<file path="src/mmt_pkg.sv">
// Constants and types shared by the translation buffer control block
package mmt_pkg;
	// ----------------------------------------------------------------
	// Register window
	// ----------------------------------------------------------------
	localparam logic [31:0] MMT_BASE = 32'hf7e1_8000;
	localparam int WIN_BITS = 8;
	localparam logic [7:0] OFS_CFG = 8'h00;
	localparam logic [7:0] OFS_TAG = 8'h04;
	localparam logic [7:0] OFS_TVA = 8'h0c;
	localparam logic [7:0] OFS_TPA = 8'h10;
	localparam logic [7:0] OFS_TPX = 8'h14;
	localparam logic [7:0] OFS_TFA = 8'h18;

	// ----------------------------------------------------------------
	// Field positions
	// ----------------------------------------------------------------
	localparam int POS_MODE = 0;
	localparam int POS_SIZE_A = 1;
	localparam int POS_SIZE_B = 3;
	localparam int POS_CNT = 5;
	localparam int TAG_W = 5;
	localparam int ATTR_LSB = 24;
	localparam int PAGE_SHIFT_BASE = 10;
	localparam int BANK_B_BASE = 128;

	// ----------------------------------------------------------------
	// Reset values
	// ----------------------------------------------------------------
	localparam logic [4:0] RST_TAG = 5'h00;
	localparam logic [31:0] RST_RESULT = 32'h0000_0000;
	localparam logic [4:0] RST_CFG = 5'h00;

	// ----------------------------------------------------------------
	// Trap identification
	// ----------------------------------------------------------------
	localparam logic [7:0] TRAP_ID_FILL = 8'h00;
	localparam logic [7:0] TRAP_ID_PROT = 8'h01;

	typedef enum logic [5:0] {
		CMD_MAP = 6'h01,
		CMD_DEMAP = 6'h02,
		CMD_FLUSH_A = 6'h04,
		CMD_FLUSH_B = 6'h08,
		CMD_PROBE_A = 6'h10,
		CMD_PROBE_I = 6'h20
	} mmt_cmd_t;

	typedef enum logic [2:0] {
		ACC_FETCH = 3'h1,
		ACC_LOAD = 3'h2,
		ACC_STORE = 3'h4
	} mmt_acc_t;
endpackage

</file>
<file path="src/mmt_tlb.sv">
// Two-bank translation buffer: commands, lookup, traps and registers
//
// Overview of operation
// - Install with unmatched page size does nothing
// - Equal bank sizes: install into one bank
// - Pages a, a+1, b, b+1..63 coexist
// - Uninstall matches operand address and space tag
// - Uninstall without resident entry does nothing
// - Two flush variants clear bank A or B
// - Address probe searches with current space tag
// - Index probe reads entry at given index
// - Probe loads virtual, physical and index results
// - Invalid entry or index clears physical valid
// - Only configuration and space tag are writable
// - Registers decode in 256-byte base window
// - Configuration bit 0 selects virtual mode
// - Bits [2:1],[4:3] set bank page sizes
// - Bits [11:5] report read-only entry count minus one
// - Space tag in [4:0], reset zero
// - Virtual result: page [23:0], tag [28:24]
// - Physical result: page, size, six attributes
// - Index result in [7:0], upper zero
// - Fault register holds shifted faulting address
// - Valid, page match, tag match or global
// - Miss gives fill trap, denial protection trap
// - Install operand: page low 24, attributes high
module mmt_tlb import mmt_pkg::*; #(
	parameter int ENTRIES = 8
) (
	// Clock and reset
	input logic clock,
	input logic rst,
	// Core register access
	input logic reg_rd,
	input logic reg_wr,
	input logic [31:0] reg_addr,
	input logic [31:0] reg_wdata,
	output logic [31:0] reg_rdata,
	output logic reg_ack,
	// Buffer commands
	input logic cmd_valid,
	input mmt_cmd_t cmd_op,
	input logic [31:0] cmd_even,
	input logic [31:0] cmd_odd,
	output logic cmd_done,
	// Translation requests
	input logic xl_valid,
	input mmt_acc_t xl_acc,
	input logic [31:0] xl_vaddr,
	output logic xl_done,
	output logic xl_hit,
	output logic [23:0] xl_phys_page,
	output logic xl_cacheable,
	output logic fill_trap,
	output logic protection_trap,
	output logic [7:0] trap_identification,
	// Mode
	output logic virtual_mode
);
	localparam int IW = $clog2(ENTRIES);
	localparam int NH = 2 * ENTRIES;
	localparam logic [6:0] ENTRY_COUNT = 7'(ENTRIES - 1);

	if (ENTRIES < 4 || ENTRIES > 128) begin : g_bad_entries
		$error("ENTRIES must lie in 4..128");
	end

	typedef struct packed {
		logic v;
		logic fetch_permit;
		logic store_permit;
		logic load_permit;
		logic g;
		logic c;
		logic [TAG_W-1:0] space_tag;
		logic [23:0] virtual_page_number;
		logic [23:0] physical_page_number;
	} mmt_entry_t;

	typedef struct packed {
		mmt_entry_t [1:0][ENTRIES-1:0] ent;
		logic [1:0][IW-1:0] ptr;
		logic mode;
		logic [1:0][1:0] sz;
		logic [TAG_W-1:0] tag;
		logic [31:0] tva;
		logic [31:0] tpa;
		logic [31:0] tpx;
		logic [31:0] tfa;
		logic [31:0] rdata;
		logic ack;
		logic cdone;
		logic xdone;
		logic xhit;
		logic [23:0] xppn;
		logic xc;
		logic ftrap;
		logic ptrap;
		logic [7:0] trap_id;
	} mmt_state_t;

	mmt_state_t q_q, q_d;

	function automatic logic [23:0] page_of(input logic [31:0] a, input logic [1:0] s);
		logic [31:0] t;
		t = a >> (PAGE_SHIFT_BASE + 2 * int'(s));
		return t[23:0];
	endfunction

	function automatic logic [7:0] first_idx(input logic [NH-1:0] h);
		logic [7:0] r;
		r = '0;
		for (int k = NH - 1; k >= 0; k--) begin
			if (h[k]) begin
				r = (k >= ENTRIES) ? 8'(BANK_B_BASE + k - ENTRIES) : 8'(k);
			end
		end
		return r;
	endfunction

	// ----------------------------------------------------------------
	// Entry match
	// ----------------------------------------------------------------
	logic [NH-1:0] hit_x, hit_c, v_vec;

	for (genvar b = 0; b < 2; b++) begin : g_bank
		for (genvar e = 0; e < ENTRIES; e++) begin : g_ent
			mmt_entry_t en;
			assign en = q_q.ent[b][e];
			assign v_vec[b*ENTRIES+e] = en.v;
			assign hit_x[b*ENTRIES+e] = en.v
				&& en.virtual_page_number == page_of(xl_vaddr, q_q.sz[b])
				&& (en.g || en.space_tag == q_q.tag);
			assign hit_c[b*ENTRIES+e] = en.v
				&& en.virtual_page_number == page_of(cmd_even, q_q.sz[b])
				&& (en.g || en.space_tag == q_q.tag);
		end
	end

	// ----------------------------------------------------------------
	// Next state
	// ----------------------------------------------------------------
	logic in_win;
	logic [7:0] ofs;
	logic [1:0] map_sz, min_sz;
	logic [7:0] pidx, xidx;
	logic pok, bk, permit;
	logic [23:0] fva;
	mmt_entry_t pe, xent;

	assign in_win = reg_addr[31:WIN_BITS] == MMT_BASE[31:WIN_BITS];
	assign ofs = reg_addr[WIN_BITS-1:0];
	assign map_sz = cmd_odd[ATTR_LSB+:2];
	assign min_sz = (q_q.sz[0] < q_q.sz[1]) ? q_q.sz[0] : q_q.sz[1];
	assign fva = page_of(xl_vaddr, min_sz);

	always_comb begin
		q_d = q_q;
		q_d.ack = 1'b0;
		q_d.cdone = 1'b0;
		q_d.xdone = 1'b0;
		q_d.ftrap = 1'b0;
		q_d.ptrap = 1'b0;
		bk = 1'b0;
		permit = 1'b0;
		pidx = (cmd_op == CMD_PROBE_A) ? first_idx(hit_c) : cmd_even[7:0];
		pok = (cmd_op == CMD_PROBE_A) ? |hit_c : (32'(cmd_even[6:0]) < ENTRIES);
		pe = q_q.ent[pidx[7]][pidx[IW-1:0]];
		xidx = first_idx(hit_x);
		xent = q_q.ent[xidx[7]][xidx[IW-1:0]];

		// Register port
		if (reg_rd && in_win) begin
			q_d.ack = 1'b1;
			unique case (ofs)
				OFS_CFG: q_d.rdata = {20'h0, ENTRY_COUNT, q_q.sz[1], q_q.sz[0], q_q.mode};
				OFS_TAG: q_d.rdata = {27'h0, q_q.tag};
				OFS_TVA: q_d.rdata = q_q.tva;
				OFS_TPA: q_d.rdata = q_q.tpa;
				OFS_TPX: q_d.rdata = q_q.tpx;
				OFS_TFA: q_d.rdata = q_q.tfa;
				default: q_d.rdata = '0;
			endcase
		end else if (reg_wr && in_win) begin
			q_d.ack = 1'b1;
			if (ofs == OFS_CFG) begin
				q_d.mode = reg_wdata[POS_MODE];
				q_d.sz[0] = reg_wdata[POS_SIZE_A+:2];
				q_d.sz[1] = reg_wdata[POS_SIZE_B+:2];
			end else if (ofs == OFS_TAG) begin
				q_d.tag = reg_wdata[TAG_W-1:0];
			end
		end

		// Commands
		if (cmd_valid) begin
			q_d.cdone = 1'b1;
			unique case (cmd_op)
				CMD_MAP: begin
					if (map_sz == q_q.sz[0] || map_sz == q_q.sz[1]) begin
						bk = (map_sz != q_q.sz[0]);
						q_d.ent[bk][q_q.ptr[bk]] = '{
							v: cmd_odd[31],
							fetch_permit: cmd_odd[30],
							store_permit: cmd_odd[29],
							load_permit: cmd_odd[28],
							g: cmd_odd[27],
							c: cmd_odd[26],
							space_tag: q_q.tag,
							virtual_page_number: page_of(cmd_even, map_sz),
							physical_page_number: cmd_odd[23:0]};
						// Round robin keeps the last ENTRIES installs of each bank resident
						q_d.ptr[bk] = (32'(q_q.ptr[bk]) == ENTRIES - 1) ? '0 : q_q.ptr[bk] + 1'b1;
					end
				end
				CMD_DEMAP: begin
					for (int k = 0; k < NH; k++) begin
						if (hit_c[k]) begin
							q_d.ent[k / ENTRIES][k % ENTRIES].v = 1'b0;
						end
					end
				end
				CMD_FLUSH_A: begin
					for (int k = 0; k < ENTRIES; k++) begin
						q_d.ent[0][k].v = 1'b0;
					end
				end
				CMD_FLUSH_B: begin
					for (int k = 0; k < ENTRIES; k++) begin
						q_d.ent[1][k].v = 1'b0;
					end
				end
				CMD_PROBE_A, CMD_PROBE_I: begin
					q_d.tpx = {24'h0, pidx};
					if (pok) begin
						q_d.tva = {3'h0, pe.space_tag, pe.virtual_page_number};
						q_d.tpa = {pe.v, pe.fetch_permit, pe.store_permit, pe.load_permit,
							pe.g, pe.c, q_q.sz[pidx[7]], pe.physical_page_number};
					end else begin
						q_d.tva = '0;
						q_d.tpa = '0;
					end
				end
			endcase
		end

		// Translation and traps
		if (xl_valid) begin
			q_d.xdone = 1'b1;
			unique case (xl_acc)
				ACC_FETCH: permit = xent.fetch_permit;
				ACC_LOAD: permit = xent.load_permit;
				ACC_STORE: permit = xent.store_permit;
			endcase
			q_d.xhit = |hit_x && permit;
			q_d.xppn = xent.physical_page_number;
			q_d.xc = xent.c;
			if (!(|hit_x)) begin
				q_d.ftrap = 1'b1;
				q_d.trap_id = TRAP_ID_FILL;
				q_d.tfa = {8'h0, fva};
			end else if (!permit) begin
				q_d.ptrap = 1'b1;
				q_d.trap_id = TRAP_ID_PROT;
				q_d.tfa = {8'h0, fva};
			end
		end
	end

	always_ff @(posedge clock) begin
		if (rst) begin
			q_q <= '0;
			q_q.tag <= RST_TAG;
			q_q.tpa <= RST_RESULT;
			{q_q.sz, q_q.mode} <= RST_CFG;
		end else begin
			q_q <= q_d;
		end
	end

	// ----------------------------------------------------------------
	// Outputs
	// ----------------------------------------------------------------
	assign reg_rdata = q_q.rdata;
	assign reg_ack = q_q.ack;
	assign cmd_done = q_q.cdone;
	assign xl_done = q_q.xdone;
	assign xl_hit = q_q.xhit;
	assign xl_phys_page = q_q.xppn;
	assign xl_cacheable = q_q.xc;
	assign fill_trap = q_q.ftrap;
	assign protection_trap = q_q.ptrap;
	assign trap_identification = q_q.trap_id;
	assign virtual_mode = q_q.mode;
endmodule // mmt_tlb

</file>
<file path="config.mk">
export PLATFORM = sky130hd
export DESIGN_NAME = mmt_tlb
export DESIGN_NICKNAME = d
export VERILOG_FILES = /design/src/mmt_pkg.sv /design/src/mmt_tlb.sv
export SDC_FILE = /design/constraint.sdc
export NUM_CORES = 2
export LEC_CHECK = 0
export ABC_CLOCK_PERIOD_IN_PS = 11400
export BUFFER_PORTS_ARGS = -buffer_cell sky130_fd_sc_hd__clkbuf_2
export CORE_MARGIN = 1
export CORE_UTILIZATION = 30
export DETAILED_ROUTE_END_ITERATION = 8
export MAX_ROUTING_LAYER = met4
export PLACE_DENSITY_LB_ADDON = 0.2
export SLEW_MARGIN = 20
export SYNTH_ARGS = -nofsm -noshare
export SYNTH_HDL_FRONTEND = slang
export SYNTH_SLANG_ARGS = --single-unit
</file>
<file path="constraint.sdc">
create_clock -name clock -period 11.4 [get_ports clock]
set_input_delay 1.14 -clock clock [delete_from_list [all_inputs] [get_ports clock]]
set_output_delay 1.14 -clock clock [all_outputs]
set_load 0.05 [all_outputs]
</file>
==> metrics.csv <==
stage;metric;value;unit
clock_network;numCtsBuffers;133;
hold_path;min_from;q_q[108];
grt;antenna_found_initial;27;
die;rows;175;
setup_path;critPathCaptureType;flip-flop;
sta;fin_worst_skew;0.0444;ns
grt;grt_pass1_wl;486000;um
sta;maxSlewViolCount;0;
setup_path;rrSetupSlack;2.97;ns
logic_synthesis;synth_common_cells;nand2_1, dfxtp_1, a21oi_1;
placed_design;gp_congestion;1.05;
grt;grt_max_degree;191;
logic_synthesis;synth.largest_area_cell;dfxtp_1;
power;pwr-share-comb;9.5;%
drt;wl_met2;155000;um
logic_synthesis;synth_edf_count;0;
logic_synthesis;netlist.area_leader.share;31.4;%
drt;routed_wl;351000;um
clock_network;h-tree-depth;4;
setup_path;worstReg2RegEnd;xl_phys_page[18];
sta;finalSetupTns;0;ns
die;die_w;481;um
setup_path;cp-start-kind;flip-flop;
setup_path;r2r_cells;17;
hold_path;min_to;q_q[108];
drt;wl_met3;27500;um
placed_design;io_buffers;200;
logic_synthesis;ys.warnings.count;0;
sta;setup-violations-final;0;
hold_path;hold_path.class;flip-flop to flip-flop;
logic_synthesis;synth_seq_cells;1081;
sta;relSlewSlack;14.4;%
logic_synthesis;yosysSeqAreaShare;31.4;%
drt;topRoutingLayerUsed;met4;
power;switching_share;27.9;%
sta;timing.fmax;119;MHz
die;die_y;481;um
sta;hold_violations;0;
placed_design;dpl.hpwl;235000;um
setup_path;path_max_fanout;121;
drt;wirelength_met1;146000;um
clock_network;postCtsSetupRepairBufs;0;
power;leakage;25.3;nW
grt;grt_pass1_vias;62315;
run;cap_violations;0;
clock_network;root_buffer;clkbuf_16;
logic_synthesis;synthesis.area;0.0688;mm2
hold_path;min_path_cells;2;
drt;ant_nets;0;
sta;final.min_clock_period;8.43;ns
power;pwr-share-seq;41.8;%
logic_synthesis;yosysUniqueCellTypes;108;
sta;min_period_over_period;74.0;%
drt;routedWlPerCell;30.3;um
logic_synthesis;async_flop_share;0;%
sta;tightest_slew;1.27;ns
setup_path;r2r-start;q_q[207];
power;p_clk_share;48.7;%
drt;drc;0;
power;p_sw;2.53;mW
setup_path;timing_worst_setup_path_type;flip-flop to flip-flop;
drt;vias;66065;
power;peakVddDrop;118;uV
clock_network;clock_latency;0.82;ns
drt;vias_per_cell;5.70;
grt;track_usage;30.3;%
setup_path;required;12.12;ns
setup_path;arrival;9.15;ns
clock_network;clock_sinks;1081;
final_layout;syn2layout_area_growth;10.3;%
drt;first_pass_iters;6;
power;power;9.05;mW
final_layout;fin_area;0.0759;mm2
placed_design;placed_cell_area;0.0714;mm2
clock_network;cts_tree;yes;
power;powerDensity;119;mW/mm2
logic_synthesis;netlist_top_cells_area;dfxtp_1, nand2_1, mux2i_1;
sta;grt_setup_unrepaired;no;
power;internal_power;6.53;mW
clock_network;post_cts_resized;0;
die;core-area;0.228;mm2
drt;drt_iter0_markers;7550;
final_layout;layout-drive-gt1-share;12.0;%
clock_network;cts-hold-fix-buffers;0;
logic_synthesis;synth_top_flop_cell;dfxtp_1;
grt;overflow;0;
logic_synthesis;yosys.cell_count.top_type;nand2_1;
clock_network;clk_pin_slew_worst_paths;0.06;ns
die;die_area;0.231;mm2
clock_network;cts_buffer_depth;3;
run_status;status;complete, no violations;
final_layout;nets;8628;
logic_synthesis;postSynthCellCount;8844;
die;io_pins;247;
die;initial_core_util;30.2;%
logic_synthesis;synth.avg_cell_area;7.78;um2
final_layout;fill_cells;24049;
[state kept, by name (all words and copies together), names as in the netlist]
signal               count
q_q                    104
fill_trap                1
cmd_done                 1
xl_hit                   1
xl_done                  1
trap_identification      1
protection_trap          1
reg_ack                  1
virtual_mode             1
xl_phys_page            24
xl_cacheable             1
g_bank.g_ent.en        912
reg_rdata               32
[critical path, cell delays in order, from the launching register on]
cell and delay (ns):
dfxtp_4 0.76, buf_4 0.56, mux2i_1 0.15, buf_4 0.26
mux2i_1 0.86, o22ai_1 0.29, or4_1 0.65, nor4bb_1 0.62
or3b_2 0.39, o211a_4 0.42, buf_12 0.67, buf_4 1.01
mux2i_1 0.19, mux2i_1 0.23, mux2i_1 0.10, mux2i_1 0.49
mux2i_1 0.15, nor2_1 0.11
[layout make-up]
class,count,area (um2),share of cell area (%)
antenna,20,50.0,0.0659
clock buffer,201,3990,5.25
clock inverter,38,465,0.613
inverter,38,143,0.188
multi-input combinational,6819,43400,57.2
sequential,1081,21700,28.5
tap,3009,3760,4.96
timing repair buffer,377,2450,3.23
[how the worst max path moves through the flow]
stage	from	to	slack, ns	cells after the start
2_1_floorplan	xl_vaddr[24]	q_q[76]	5.87	20
3_3_place_gp	xl_vaddr[24]	q_q[86]	2.88	18
3_5_place_dp	xl_vaddr[23]	xl_phys_page[18]	3.00	17
4_1_cts	q_q[207]	xl_phys_page[18]	3.31	17
5_1_grt	q_q[207]	xl_phys_page[22]	3.01	17
6_report	q_q[207]	xl_phys_page[18]	2.97	17
[metrics by stage]
| step | cells | hold slack, ns | util [%] | setup WS [ns] |
|---|---|---|---|---|
| 2_1_floorplan | 8850 | 0.426 | - | 5.87 |
| 3_3_place_gp | 11323 | 0.442 | 31.3 | 2.88 |
| 3_5_place_dp | 11323 | 0.446 | 31.4 | 3.00 |
| 4_1_cts | 11562 | 0.456 | 33.3 | 3.31 |
| 5_1_grt | 11581 | 0.472 | 33.3 | 3.01 |
| 6_report | 11583 | 0.454 | 33.3 | 2.97 |
[cell families (layout without fill, tap and decap cells)]
| logic type | after synthesis | in the layout | share of synthesized area, % |
|---|---|---|---|
| DFF | 1081 | 1081 | 31.4 |
| muxes | 1091 | 1091 | 17.4 |
| buffers and inverters | 950 | 654 | 6.14 |
| and+or+nand+nor | 3092 | 3092 | 19.1 |
| adders and majority gates | 3 | 3 | 0.0545 |
| AOI/OAI and AO/OA | 1869 | 1869 | 16.2 |
| xor gates and xnor gates | 757 | 757 | 9.66 |
| other | 1 | 27 | 0.00545 |
[layer usage]
layer	track usage, %	vias to the layer above
li1	-	29701
met1	38.2	32516
met2	45.6	3111
met3	4.82	737
met4	17.3	0
met5	-	-
[placed cells by master, fill, tap and decap left out, types with 18 or more instances in the layout]
cell / Yosys / routed
a211oi_1: 53 / 53
o2111ai_1: 18 / 18
a31oi_1: 28 / 28
a32oi_1: 29 / 29
clkbuf_2: 3 / 198
xnor2_1: 562 / 562
nand2_1: 2222 / 2209
nor2b_1: 48 / 48
mux2_2: 249 / 249
nor2_1: 265 / 249
mux4_2: 49 / 49
clkbuf_16: 0 / 135
mux2i_1: 770 / 767
xor2_1: 193 / 193
a22oi_1: 131 / 131
o32ai_1: 23 / 23
or4_1: 18 / 18
nand2b_1: 26 / 26
buf_4: 108 / 167
and3_1: 27 / 26
o21ai_1: 25 / 32
clkinv_2: 0 / 20
o211ai_1: 83 / 83
diode_2: 0 / 20
clkbuf_1: 610 / 30
a21oi_1: 997 / 991
dfxtp_1: 1081 / 1072
clkbuf_8: 0 / 36
a2111oi_0: 20 / 19
o21ai_0: 288 / 279
nand4_1: 128 / 128
nor3_1: 72 / 71
nand3_1: 101 / 99
inv_1: 35 / 34
nor4_1: 62 / 59
[power groups by stage]
| stage | combinational [mW] | clock (mW) | sequential (mW) |
|---|---|---|---|
| floorplan | 0.491 | 0 | 3.87 |
| CTS | 0.828 | 4.46 | 3.79 |
| global placement | 0.827 | 0 | 3.87 |
| detailed placement | 0.827 | 0 | 3.87 |
| global route | 0.876 | 4.61 | 3.79 |
| finish | 0.861 | 4.40 | 3.79 |
Power figures use the tool's default switching activity.
